$ cat src/logic/pdmc_pkg.sv
// Package of constants and types for the power-down mode controller.
package pdmc_pkg;

	// ----------------------------------------
	// Register map
	// ----------------------------------------
	// The control register is register index FFFFFF82; its word sits at four times the index.
	localparam logic [31:0] STANDBY_CONTROL_INDEX = 32'hFFFFFF82;
	localparam logic [7:0] STANDBY_CONTROL_RESET = 8'h00;
	localparam logic [7:0] STANDBY_CONTROL_MASK = 8'h87;
	localparam int DEEP_HALT_SELECT_BIT = 7;
	localparam int TIMER_UNIT_CLOCK_STOP_BIT = 2;
	localparam int RTC_CLOCK_STOP_BIT = 1;
	localparam int SERIAL_PORT_CLOCK_STOP_BIT = 0;
	localparam int STANDBY_CONTROL_LANE = 0;

	// ----------------------------------------
	// Operating states
	// ----------------------------------------
	typedef enum logic [1:0] {
		PDMC_RUN = 2'b00,
		PDMC_SLEEP = 2'b01,
		PDMC_STANDBY = 2'b10,
		PDMC_HW_STANDBY = 2'b11
	} pdmc_state_t;

	// Status pin codes, high bit first.
	localparam logic [1:0] STATE_CODE_RESET = 2'b11;
	localparam logic [1:0] STATE_CODE_SLEEP = 2'b10;
	localparam logic [1:0] STATE_CODE_STANDBY = 2'b01;
	localparam logic [1:0] STATE_CODE_NORMAL = 2'b00;

	// Clock enables, self-refresh and pin controls handed to the rest of the chip.
	typedef struct packed {
		logic cpu;
		logic clock_generator;
		logic timer_unit;
		logic rtc_bus;
		logic rtc_count;
		logic serial_port;
		logic self_refresh;
		logic serial_port_pin_reset;
		logic timer_unit_pin_hold;
	} pdmc_gates_t;

endpackage

$ cat src/logic/pdmc_top.sv
// Power-down mode controller with its APB standby control register.
//
// Design decision made here: the APB slave port.
`timescale 1ns/100ps
module pdmc_top (
	input wire logic pclk,
	input wire logic presetn,
	input wire logic clk_en,
	input wire logic psel,
	input wire logic penable,
	input wire logic pwrite,
	input wire logic [31:0] paddr,
	input wire logic [31:0] pwdata,
	input wire logic [3:0] pstrb,
	output logic [31:0] prdata,
	output logic pready,
	output logic pslverr,
	input wire logic halt_exec,
	input wire logic wake_irq,
	input wire logic hw_standby_request_n,
	input wire logic rtc_run,
	input wire logic timer_unit_on_rtc,
	output logic state_code_high,
	output logic state_code_low,
	output pdmc_pkg::pdmc_gates_t gates
);

	// ----------------------------------------
	// Register access
	// ----------------------------------------
	logic [7:0] ctrl_r;
	logic [7:0] ctrl_nxt;
	logic [31:0] prdata_r;
	logic [31:0] prdata_nxt;
	logic hit;
	logic access;

	// The word address is the index times four, so only the low thirty index bits fit the bus.
	assign hit = (paddr[31:2] == pdmc_pkg::STANDBY_CONTROL_INDEX[29:0]);
	assign access = psel && penable;
	assign pready = 1'b1;
	assign pslverr = access && !hit;
	assign prdata = prdata_r;

	always_comb begin
		ctrl_nxt = ctrl_r;
		prdata_nxt = prdata_r;
		if (access && hit && pwrite && pstrb[pdmc_pkg::STANDBY_CONTROL_LANE]) begin
			ctrl_nxt = pwdata[7:0] & pdmc_pkg::STANDBY_CONTROL_MASK;
		end
		if (psel && !penable && !pwrite) begin
			prdata_nxt = hit ? {24'h000000, ctrl_r} : 32'h00000000;
		end
	end

	always_ff @(posedge pclk or negedge presetn) begin
		if (!presetn) begin
			ctrl_r <= pdmc_pkg::STANDBY_CONTROL_RESET;
			prdata_r <= 32'h00000000;
		end else if (clk_en) begin
			ctrl_r <= ctrl_nxt;
			prdata_r <= prdata_nxt;
		end
	end

	// ----------------------------------------
	// Mode sequencing
	// ----------------------------------------
	pdmc_pkg::pdmc_state_t state_r;
	pdmc_pkg::pdmc_state_t state_nxt;
	logic in_reset_r;

	always_comb begin
		state_nxt = state_r;
		case (state_r)
			pdmc_pkg::PDMC_RUN: begin
				if (halt_exec) begin
					state_nxt = ctrl_r[pdmc_pkg::DEEP_HALT_SELECT_BIT] ?
						pdmc_pkg::PDMC_STANDBY : pdmc_pkg::PDMC_SLEEP;
				end
			end
			pdmc_pkg::PDMC_SLEEP: begin
				if (wake_irq) begin
					state_nxt = pdmc_pkg::PDMC_RUN;
				end
			end
			pdmc_pkg::PDMC_STANDBY: begin
				if (wake_irq) begin
					state_nxt = pdmc_pkg::PDMC_RUN;
				end
			end
			pdmc_pkg::PDMC_HW_STANDBY: begin
				state_nxt = pdmc_pkg::PDMC_HW_STANDBY;
			end
			default: begin
				state_nxt = pdmc_pkg::PDMC_RUN;
			end
		endcase
		if (!hw_standby_request_n) begin
			state_nxt = pdmc_pkg::PDMC_HW_STANDBY;
		end
	end

	always_ff @(posedge pclk or negedge presetn) begin
		if (!presetn) begin
			state_r <= pdmc_pkg::PDMC_RUN;
			in_reset_r <= 1'b1;
		end else if (clk_en) begin
			state_r <= state_nxt;
			in_reset_r <= 1'b0;
		end
	end

	// ----------------------------------------
	// Clock gating and status pins
	// ----------------------------------------
	logic deep;
	logic [1:0] code;

	// Hardware standby shows the standby code, as deep covers both; it also stops a timer unit fed by the real-time clock.
	assign deep = (state_r == pdmc_pkg::PDMC_STANDBY) || (state_r == pdmc_pkg::PDMC_HW_STANDBY);

	always_comb begin
		gates.cpu = (state_r == pdmc_pkg::PDMC_RUN);
		gates.clock_generator = !deep;
		gates.timer_unit = !ctrl_r[pdmc_pkg::TIMER_UNIT_CLOCK_STOP_BIT] &&
			(!deep || (state_r == pdmc_pkg::PDMC_STANDBY && timer_unit_on_rtc));
		gates.rtc_bus = !ctrl_r[pdmc_pkg::RTC_CLOCK_STOP_BIT] && !deep;
		gates.rtc_count = !deep || rtc_run;
		gates.serial_port = !ctrl_r[pdmc_pkg::SERIAL_PORT_CLOCK_STOP_BIT] && !deep;
		gates.self_refresh = deep;
		gates.serial_port_pin_reset = ctrl_r[pdmc_pkg::SERIAL_PORT_CLOCK_STOP_BIT];
		gates.timer_unit_pin_hold = ctrl_r[pdmc_pkg::TIMER_UNIT_CLOCK_STOP_BIT];
		if (in_reset_r) begin
			code = pdmc_pkg::STATE_CODE_RESET;
		end else if (state_r == pdmc_pkg::PDMC_SLEEP) begin
			code = pdmc_pkg::STATE_CODE_SLEEP;
		end else if (deep) begin
			code = pdmc_pkg::STATE_CODE_STANDBY;
		end else begin
			code = pdmc_pkg::STATE_CODE_NORMAL;
		end
	end

	assign state_code_high = code[1];
	assign state_code_low = code[0];

	// ----------------------------------------
	// Checks
	// ----------------------------------------
	chk_halt_select: assert property (@(posedge pclk) disable iff (!presetn)
		(clk_en && state_r == pdmc_pkg::PDMC_RUN && halt_exec && hw_standby_request_n)
		|=> (state_r == ($past(ctrl_r[7]) ? pdmc_pkg::PDMC_STANDBY : pdmc_pkg::PDMC_SLEEP)))
		else $error("halt entered the wrong mode");
	chk_sleep_wake: assert property (@(posedge pclk) disable iff (!presetn)
		(clk_en && state_r == pdmc_pkg::PDMC_SLEEP && wake_irq && hw_standby_request_n)
		|=> state_r == pdmc_pkg::PDMC_RUN) else $error("sleep not left on interrupt");
	chk_standby_gates: assert property (@(posedge pclk) disable iff (!presetn)
		state_r == pdmc_pkg::PDMC_STANDBY |-> !gates.cpu && !gates.serial_port && gates.self_refresh)
		else $error("standby gates wrong");
	chk_hw_stays: assert property (@(posedge pclk) disable iff (!presetn)
		state_r == pdmc_pkg::PDMC_HW_STANDBY |=> state_r == pdmc_pkg::PDMC_HW_STANDBY)
		else $error("hardware standby left without reset");
	chk_rtc_count: assert property (@(posedge pclk) disable iff (!presetn)
		(state_r == pdmc_pkg::PDMC_STANDBY && rtc_run) |-> gates.rtc_count)
		else $error("rtc counter stopped in standby");
	chk_reg_write: assert property (@(posedge pclk) disable iff (!presetn)
		(clk_en && access && hit && pwrite && pstrb[0])
		|=> ctrl_r == ($past(pwdata[7:0]) & pdmc_pkg::STANDBY_CONTROL_MASK))
		else $error("control write stored wrongly");
	chk_sp_stop: assert property (@(posedge pclk) disable iff (!presetn)
		ctrl_r[0] |-> !gates.serial_port && gates.serial_port_pin_reset)
		else $error("serial port clock not stopped");
	chk_status_sleep: assert property (@(posedge pclk) disable iff (!presetn)
		(!in_reset_r && state_r == pdmc_pkg::PDMC_SLEEP) |-> state_code_high && !state_code_low)
		else $error("sleep status code wrong");

	// ----------------------------------------
	// Mode entry and exit checks
	// ----------------------------------------
	// Each halt must land in one low-power mode, never stay in run.
	chk_halt_leaves: assert property (@(posedge pclk) disable iff (!presetn)
		(clk_en && state_r == pdmc_pkg::PDMC_RUN && halt_exec && hw_standby_request_n)
		|=> (state_r == pdmc_pkg::PDMC_SLEEP || state_r == pdmc_pkg::PDMC_STANDBY))
		else $error("halt did not enter a low power mode");

	chk_standby_wake: assert property (@(posedge pclk) disable iff (!presetn)
		(clk_en && state_r == pdmc_pkg::PDMC_STANDBY && wake_irq && hw_standby_request_n)
		|=> state_r == pdmc_pkg::PDMC_RUN)
		else $error("standby not left on interrupt");

	// The pin wins over any halt or wake that arrives in the same cycle.
	chk_hw_entry: assert property (@(posedge pclk) disable iff (!presetn)
		(clk_en && !hw_standby_request_n)
		|=> state_r == pdmc_pkg::PDMC_HW_STANDBY)
		else $error("hardware standby not entered");

	// ----------------------------------------
	// Clock gate checks
	// ----------------------------------------
	chk_sleep_gates: assert property (@(posedge pclk) disable iff (!presetn)
		state_r == pdmc_pkg::PDMC_SLEEP
		|-> !gates.cpu && gates.clock_generator && !gates.self_refresh)
		else $error("sleep gates wrong");

	chk_hw_gates: assert property (@(posedge pclk) disable iff (!presetn)
		state_r == pdmc_pkg::PDMC_HW_STANDBY
		|-> !gates.cpu && !gates.clock_generator && !gates.timer_unit && gates.self_refresh)
		else $error("hardware standby gates wrong");

	chk_run_core: assert property (@(posedge pclk) disable iff (!presetn)
		state_r == pdmc_pkg::PDMC_RUN
		|-> gates.cpu && gates.clock_generator && !gates.self_refresh)
		else $error("core clock stopped in run");

	chk_tu_stop: assert property (@(posedge pclk) disable iff (!presetn)
		ctrl_r[pdmc_pkg::TIMER_UNIT_CLOCK_STOP_BIT]
		|-> !gates.timer_unit && gates.timer_unit_pin_hold)
		else $error("timer unit clock not stopped");

	chk_tu_run: assert property (@(posedge pclk) disable iff (!presetn)
		(!ctrl_r[pdmc_pkg::TIMER_UNIT_CLOCK_STOP_BIT] && state_r == pdmc_pkg::PDMC_RUN)
		|-> gates.timer_unit && !gates.timer_unit_pin_hold)
		else $error("timer unit clock stopped in run");

	// A timer clocked from the real-time clock must survive software standby.
	chk_tu_standby: assert property (@(posedge pclk) disable iff (!presetn)
		(state_r == pdmc_pkg::PDMC_STANDBY && timer_unit_on_rtc &&
		!ctrl_r[pdmc_pkg::TIMER_UNIT_CLOCK_STOP_BIT]) |-> gates.timer_unit)
		else $error("timer unit stopped although fed by rtc");

	// Only the bus side of the real-time clock stops; its counter must go on.
	chk_rtc_bus_stop: assert property (@(posedge pclk) disable iff (!presetn)
		(ctrl_r[pdmc_pkg::RTC_CLOCK_STOP_BIT] && state_r == pdmc_pkg::PDMC_RUN)
		|-> !gates.rtc_bus && gates.rtc_count)
		else $error("rtc bus clock not stopped");

	chk_rtc_bus_run: assert property (@(posedge pclk) disable iff (!presetn)
		(!ctrl_r[pdmc_pkg::RTC_CLOCK_STOP_BIT] && state_r == pdmc_pkg::PDMC_RUN)
		|-> gates.rtc_bus)
		else $error("rtc bus clock stopped in run");

	chk_sp_run: assert property (@(posedge pclk) disable iff (!presetn)
		(!ctrl_r[pdmc_pkg::SERIAL_PORT_CLOCK_STOP_BIT] && state_r == pdmc_pkg::PDMC_RUN)
		|-> gates.serial_port && !gates.serial_port_pin_reset)
		else $error("serial port clock stopped in run");

	// ----------------------------------------
	// Status pin checks
	// ----------------------------------------
	chk_status_reset: assert property (@(posedge pclk) disable iff (!presetn)
		in_reset_r |-> state_code_high && state_code_low)
		else $error("reset status code wrong");

	chk_status_standby: assert property (@(posedge pclk) disable iff (!presetn)
		(!in_reset_r && deep) |-> !state_code_high && state_code_low)
		else $error("standby status code wrong");

	chk_status_normal: assert property (@(posedge pclk) disable iff (!presetn)
		(!in_reset_r && state_r == pdmc_pkg::PDMC_RUN) |-> !state_code_high && !state_code_low)
		else $error("normal status code wrong");

	// ----------------------------------------
	// Register checks
	// ----------------------------------------
	// Until the first enabled edge the register can only hold its reset value.
	chk_reset_zero: assert property (@(posedge pclk) disable iff (!presetn)
		in_reset_r |-> ctrl_r == pdmc_pkg::STANDBY_CONTROL_RESET)
		else $error("control register not cleared by reset");

	chk_read_data: assert property (@(posedge pclk) disable iff (!presetn)
		(clk_en && psel && !penable && !pwrite && hit)
		|=> prdata == {24'h000000, $past(ctrl_r)})
		else $error("read data wrong");

	chk_refused_write: assert property (@(posedge pclk) disable iff (!presetn)
		(clk_en && access && !hit) |=> $stable(ctrl_r))
		else $error("unmapped write changed the register");

	chk_frozen: assert property (@(posedge pclk) disable iff (!presetn)
		!clk_en |=> $stable(ctrl_r) && $stable(state_r))
		else $error("state moved while clock enable low");

	cov_sleep: cover property (@(posedge pclk) state_r == pdmc_pkg::PDMC_SLEEP);
	cov_standby: cover property (@(posedge pclk) state_r == pdmc_pkg::PDMC_STANDBY);
	cov_hw: cover property (@(posedge pclk) state_r == pdmc_pkg::PDMC_HW_STANDBY);
	cov_all_stop: cover property (@(posedge pclk) ctrl_r[2:0] == 3'b111);

endmodule

$ cat config.mk
export PLATFORM = sky130hd
export DESIGN_NAME = pdmc_top
export DESIGN_NICKNAME = d
export VERILOG_FILES = /design/src/logic/pdmc_pkg.sv /design/src/logic/pdmc_top.sv
export SDC_FILE = /design/constraint.sdc
export NUM_CORES = 1
export LEC_CHECK = 0
export CORE_UTILIZATION = 30
export CTS_CLUSTER_SIZE = 10
export DETAILED_ROUTE_END_ITERATION = 7
export DONT_BUFFER_PORTS = 1
export PLACE_DENSITY = 0.57
export SYNTH_ARGS = -nofsm -noshare
export SYNTH_HDL_FRONTEND = slang
export SYNTH_SLANG_ARGS = --single-unit
$ cat constraint.sdc
create_clock -name pclk -period 2.85 [get_ports pclk]
set_input_delay 0.855 -clock pclk [delete_from_list [all_inputs] [get_ports pclk]]
set_output_delay 0.855 -clock pclk [all_outputs]
set_load 0.01 [all_outputs]
[After elaboration in Yosys (flattened, before gate mapping)]
Index checks and enable logic that the tools add are counted.
Storage, ports and cells
  word-level logic and storage cells: 45
  input port bits: 79
  register bits after elaboration: 39
  output and inout port bits: 45
Cells by class
  equal/unequal tests: 6
  muxes and demuxes: 9
  reductions and logical operators: 26
Operator list (count)
  == test 30 bit (second input constant): 1
  two-way mux 2 bit: 6
  logical AND 1 bit: 11
  two-way mux 8 bit: 1
  logical NOT 1 bit: 7
  inequality test 3 bit (second input constant): 2
  one-hot mux 2 bit (3 select lines): 1
  == test 2 bit (second input constant): 2
  AND reduction 2 bit: 2
  logical OR 1 bit: 3
  AND reduction 3 bit: 1
  == test 2 x 1 -> 1 bit (second input constant): 1
  logical NOT 2 bit: 1
  OR reduction 2 bit: 1
  two-way mux 1 bit: 1

[Depth between registers and ports, before layout]
  word-level depth: 5
  gate-level depth with buffers: 6
  mapped depth without buffers: 6

[Worst setup path before layout]
Ideal clock, no wire load.
  path type: input-to-output
  start point: in paddr[4]
  end point: out pslverr
  data arrival time: 2.093 ns
  slack: -0.098 ns
  buffers on the path: 0
  data required time: 1.995 ns
  stages on the path: 4
  cells stage by stage: or4_4 > nor4_4 > nand2_1 > and3_1
Between the ends
  cells in the longest elaborated chain, start to end: 3
RTL lines
  start, declared: RTL line pdmc_top.sv:12  | input wire logic [31:0] paddr,
  == test 30 bit: RTL line pdmc_top.sv:39  | assign hit = (paddr[31:2] == pdmc_pkg::STANDBY_CONTROL_INDEX[29:0]);
  logical NOT 1 bit: RTL line pdmc_top.sv:42  | assign pslverr = access && !hit;
  logical AND 1 bit: RTL line pdmc_top.sv:42
  end, declared: RTL line pdmc_top.sv:17  | output logic pslverr,
Every way passes these cells.

[Worst setup path in the final report]
Ends and elaborated chain as after synthesis.

==> results.txt <==
----------------------------------------------------
[Drt]
  Iteration-0 DRC count of the detailed router ... 18
  Per-cell routed wire length ... 11.4 microns
  Post-DRT Antenna Nets ... 0
  Post-detailed-route via-to-cell ratio ... 4.22
  Via count ... 637
  Post-Route WL ... 1720 microns
  Length of the first detailed-routing pass in iterations ... 4
  Residual DRC ... 0

[Layout]
  Antenna diode instance count ... 0
  Area growth from synthesis to layout ... -4.30%
  Final net count ... 191
  Share of post-route cells with drive strength above 1 ... 17.8%

[Clock network]
  Clock sinks ... 11
  CTS Root Buffer Type ... sky130_fd_sc_hd__clkbuf_4
  Maximum buffer depth of the clock tree ... 2
  Number of levels in the clock H-tree ... 1
  Later-pin clock latency in the skew report ... 0.27 ns
  Hold-fix buffer count after cts ... 0
  Post-CTS repair timing setup buffer count ... 0
  Number of gates given a new drive strength after cts ... 0
  TritonCTS buffer count ... 3
  Clock transition at the registers of the reported paths ... 0.07 ns
  Clock tree from TritonCTS ... yes

[Pwr]
  Static leakage ... 0.000452 uW
  Fraction of power consumed by sequential logic ... 36.8%
  Switching part of the total power ... 43.1%
  Pwr Density ... 558 nW/um^2
  Combinational power share ... 42.4%
  Internal power of the cells ... 292 uW
  Max VDD drop ... 0.000147 V
  Portion of total power attributed to the clock network ... 20.9%
  Switching Power ... 221 uW

[Logic synthesis]
  Mean instance size in the synthesized netlist ... 9.07 sq um
  Number of cells produced by synthesis ... 106
  Total standard cell area after synthesis ... 961 sq um
  Leading area contributor after synthesis ... sky130_fd_sc_hd__dfrtp_1
  Leading cell types by total area after synthesis ... sky130_fd_sc_hd__dfrtp_1 (26%), sky130_fd_sc_hd__buf_4 (25%), sky130_fd_sc_hd__mux2_4 (6.3%), sky130_fd_sc_hd__nand2_1 (5.5%), sky130_fd_sc_hd__ha_1 (5.2%)
  Top cell type's share of synthesized area ... 26.0%
  Sequential-to-total area share from yosys stat ... 28.8%
  Number of different library cells in the post-synthesis netlist ... 26
  Post-synthesis sequential element count ... 11
  Synthesis warning total ... 0

[Timing]
  Final worst path period need ... 2.75 ns
  Final number of max-transition violations ... 0
  RSZ-0062 raised after global routing ... false
  Tightest hold margin ... 0.267 ns
  Total Neg Setup Slack ... 0 ns
  Final count of hold timing violations ... 0
  Highest clock frequency the design can meet ... 364 MHz
  Setup violators final ... 0
  Fin crit share ... 96.3%
  Setup clock skew after layout ... 0.00570 ns

[Min path]
  Class of the tightest hold or removal check ... input port to asynchronous set/reset pin

[Run]
  Max-cap violations ... 0

[Global routing]
  Final global-route overflow total ... 0
  Wire length of the first global-routing pass ... 2330 microns
  Pin count of the biggest net entering global routing ... 12
  Global-route usage over all layers ... 9.05%
  Initial antenna violation count ... 0
  Via count of the first global-routing pass ... 516

[Critical path]
  CP endpoint kind ... output pin
  Worst setup path startpoint ... paddr[4]
  Reg2Reg Setup Slack ... 1.20 ns
  Number of cells traversed by the worst register-to-register path ... 6
  Critical path required time ... 2.00 ns
  Launch point of the worst reg-to-reg path ... state_r[1]$_DFFE_PN0P_
  Max Fanout on Critical Path ... 2
  Worst Setup Start Kind ... input port
  Critical path endpoint ... pslverr
  Arrival time of the worst setup path ... 1.89 ns
  Worst Setup Path Type ... input port to output pin
  Reg-to-reg critical path endpoint ... state_r[0]$_DFFE_PN0P_

[Floorplan]
  Number of placed I/O pins ... 124
  Std cell rows ... 20
  Die width ... 58.6 microns
  Floorplan Core Area ... 3050 sq um
  Die height ... 58.6 microns
  Die area ... 3430 sq um
  Starting density of the core ... 31.5%

[Placed design]
  Dpl hpwl ... 1490 microns
  Number of buffer cells added on primary ports ... 0
  Global placement routability congestion ... 0.762

[Outcome]
  Outcome ... complete, no violations

----------------------------------------------------
final cells by class:
cell class | instances | area, sq um
fill | 321 | 2130
multi-input combinational | 87 | 534
sequential | 11 | 277
tap | 44 | 55.1
clock buffer | 3 | 22.5
timing repair buffer | 2 | 15.0
inverter | 3 | 11.3
clock inverter | 1 | 5.00
per-layer routing:
layer / vias to the layer above / wire length (microns) / global-route usage, %
met5: - / 0 / 0
met4: 0 / 27 / 5.44
met3: 4 / 135 / 1.76
met2: 39 / 886 / 14.8
met1: 300 / 670 / 11.0
li1: 294 / - / -
registers in the layout, summed over array words and instances (netlist names):
register,count
ctrl_r,4
prdata,4
state_r,2
in_reset_r,1
critical path: stages:
cell and delay [ns]:
sky130_fd_sc_hd__or4_4 0.53, sky130_fd_sc_hd__nor4_4 0.17, sky130_fd_sc_hd__nand2_1 0.11, sky130_fd_sc_hd__and3_1 0.23
power groups by stage:
| stage | combinational [uW] | clock (uW) | sequential [uW] |
|---|---|---|---|
| 3_3_place_gp | 210 | 0 | 189 |
| 4_1_cts | 218 | 107 | 188 |
| 2_1_floorplan | 238 | 0 | 184 |
| 5_1_grt | 240 | 113 | 190 |
| 6_report | 217 | 107 | 189 |
| 3_5_place_dp | 216 | 0 | 191 |
worst min path at each step:
stage | slack, ns | to | cells past startpoint
after detailed placement | 0.48 | in_reset_r$_DFFE_PN1P_ | 1
after global routing | 0.26 | state_r[0]$_DFFE_PN0P_ | 0
after floorplan | 0.47 | in_reset_r$_DFFE_PN1P_ | 1
final | 0.27 | state_r[0]$_DFFE_PN0P_ | 0
after global placement | 0.47 | in_reset_r$_DFFE_PN1P_ | 1
after CTS | 0.27 | state_r[0]$_DFFE_PN0P_ | 0
synthesized netlist by cell type:
master,n
sky130_fd_sc_hd__a21oi_1,1
sky130_fd_sc_hd__and3_1,1
sky130_fd_sc_hd__buf_4,32
sky130_fd_sc_hd__conb_1,2
sky130_fd_sc_hd__dfrtp_1,10
sky130_fd_sc_hd__dfstp_2,1
sky130_fd_sc_hd__ha_1,4
sky130_fd_sc_hd__inv_1,3
sky130_fd_sc_hd__mux2_2,2
sky130_fd_sc_hd__mux2_4,4
sky130_fd_sc_hd__nand2_1,14
sky130_fd_sc_hd__nand2b_1,1
sky130_fd_sc_hd__nand3_1,2
sky130_fd_sc_hd__nand3_4,1
sky130_fd_sc_hd__nand4_1,4
sky130_fd_sc_hd__nand4b_1,2
sky130_fd_sc_hd__nor2_1,5
sky130_fd_sc_hd__nor2b_1,3
sky130_fd_sc_hd__nor3_1,1
sky130_fd_sc_hd__nor4_4,2
sky130_fd_sc_hd__o21ai_0,2
sky130_fd_sc_hd__o21ai_1,4
sky130_fd_sc_hd__o21bai_1,1
sky130_fd_sc_hd__or2_2,2
sky130_fd_sc_hd__or3_1,1
sky130_fd_sc_hd__or4_4,1
logic make-up (layout without fill, tap and decap cells):
family	after synthesis	in the layout	share of synthesized area (%)
AO/OA/AOI/OAI	8	8	4.43
adder cells (fa/ha/maj)	4	4	5.21
buffers and inverters	35	9	26.2
flip-flops	11	11	28.8
multiplexers	6	6	8.59
other	2	29	0.782
AND/OR/NAND/NOR	40	40	26.0
cell usage in the layout, fill, tap and decap left out, drive strengths merged:
cell type and n:
inv 3, dfrtp 10, and3 1, nand4 4
nand4b 2, nand2b 1, ha 4, buf 2
dfstp 1, nor2b 3, o21bai 1, clkinv 1
a21oi 1, nand3 3, conb 29, nor4 2
clkbuf 3, nor3 1, or2 2, or3 1
nor2 5, or4 1, o21ai 6, mux2 6
nand2 14
through the flow:
step           area [sq um]  total power [uW]  std cells  utilization, %  setup WS [ns]
4_1_cts                 920               513        151            30.1         0.0911
5_1_grt                 920               544        151            30.1         0.0708
2_1_floorplan          1060               422        133               -         0.0204
6_report                920               513        151            30.1          0.104
3_5_place_dp            892               407        147            29.2         0.0894
3_3_place_gp            892               399        147            29.2         0.0999
Note: power is estimated with default switching activity, not from simulation.
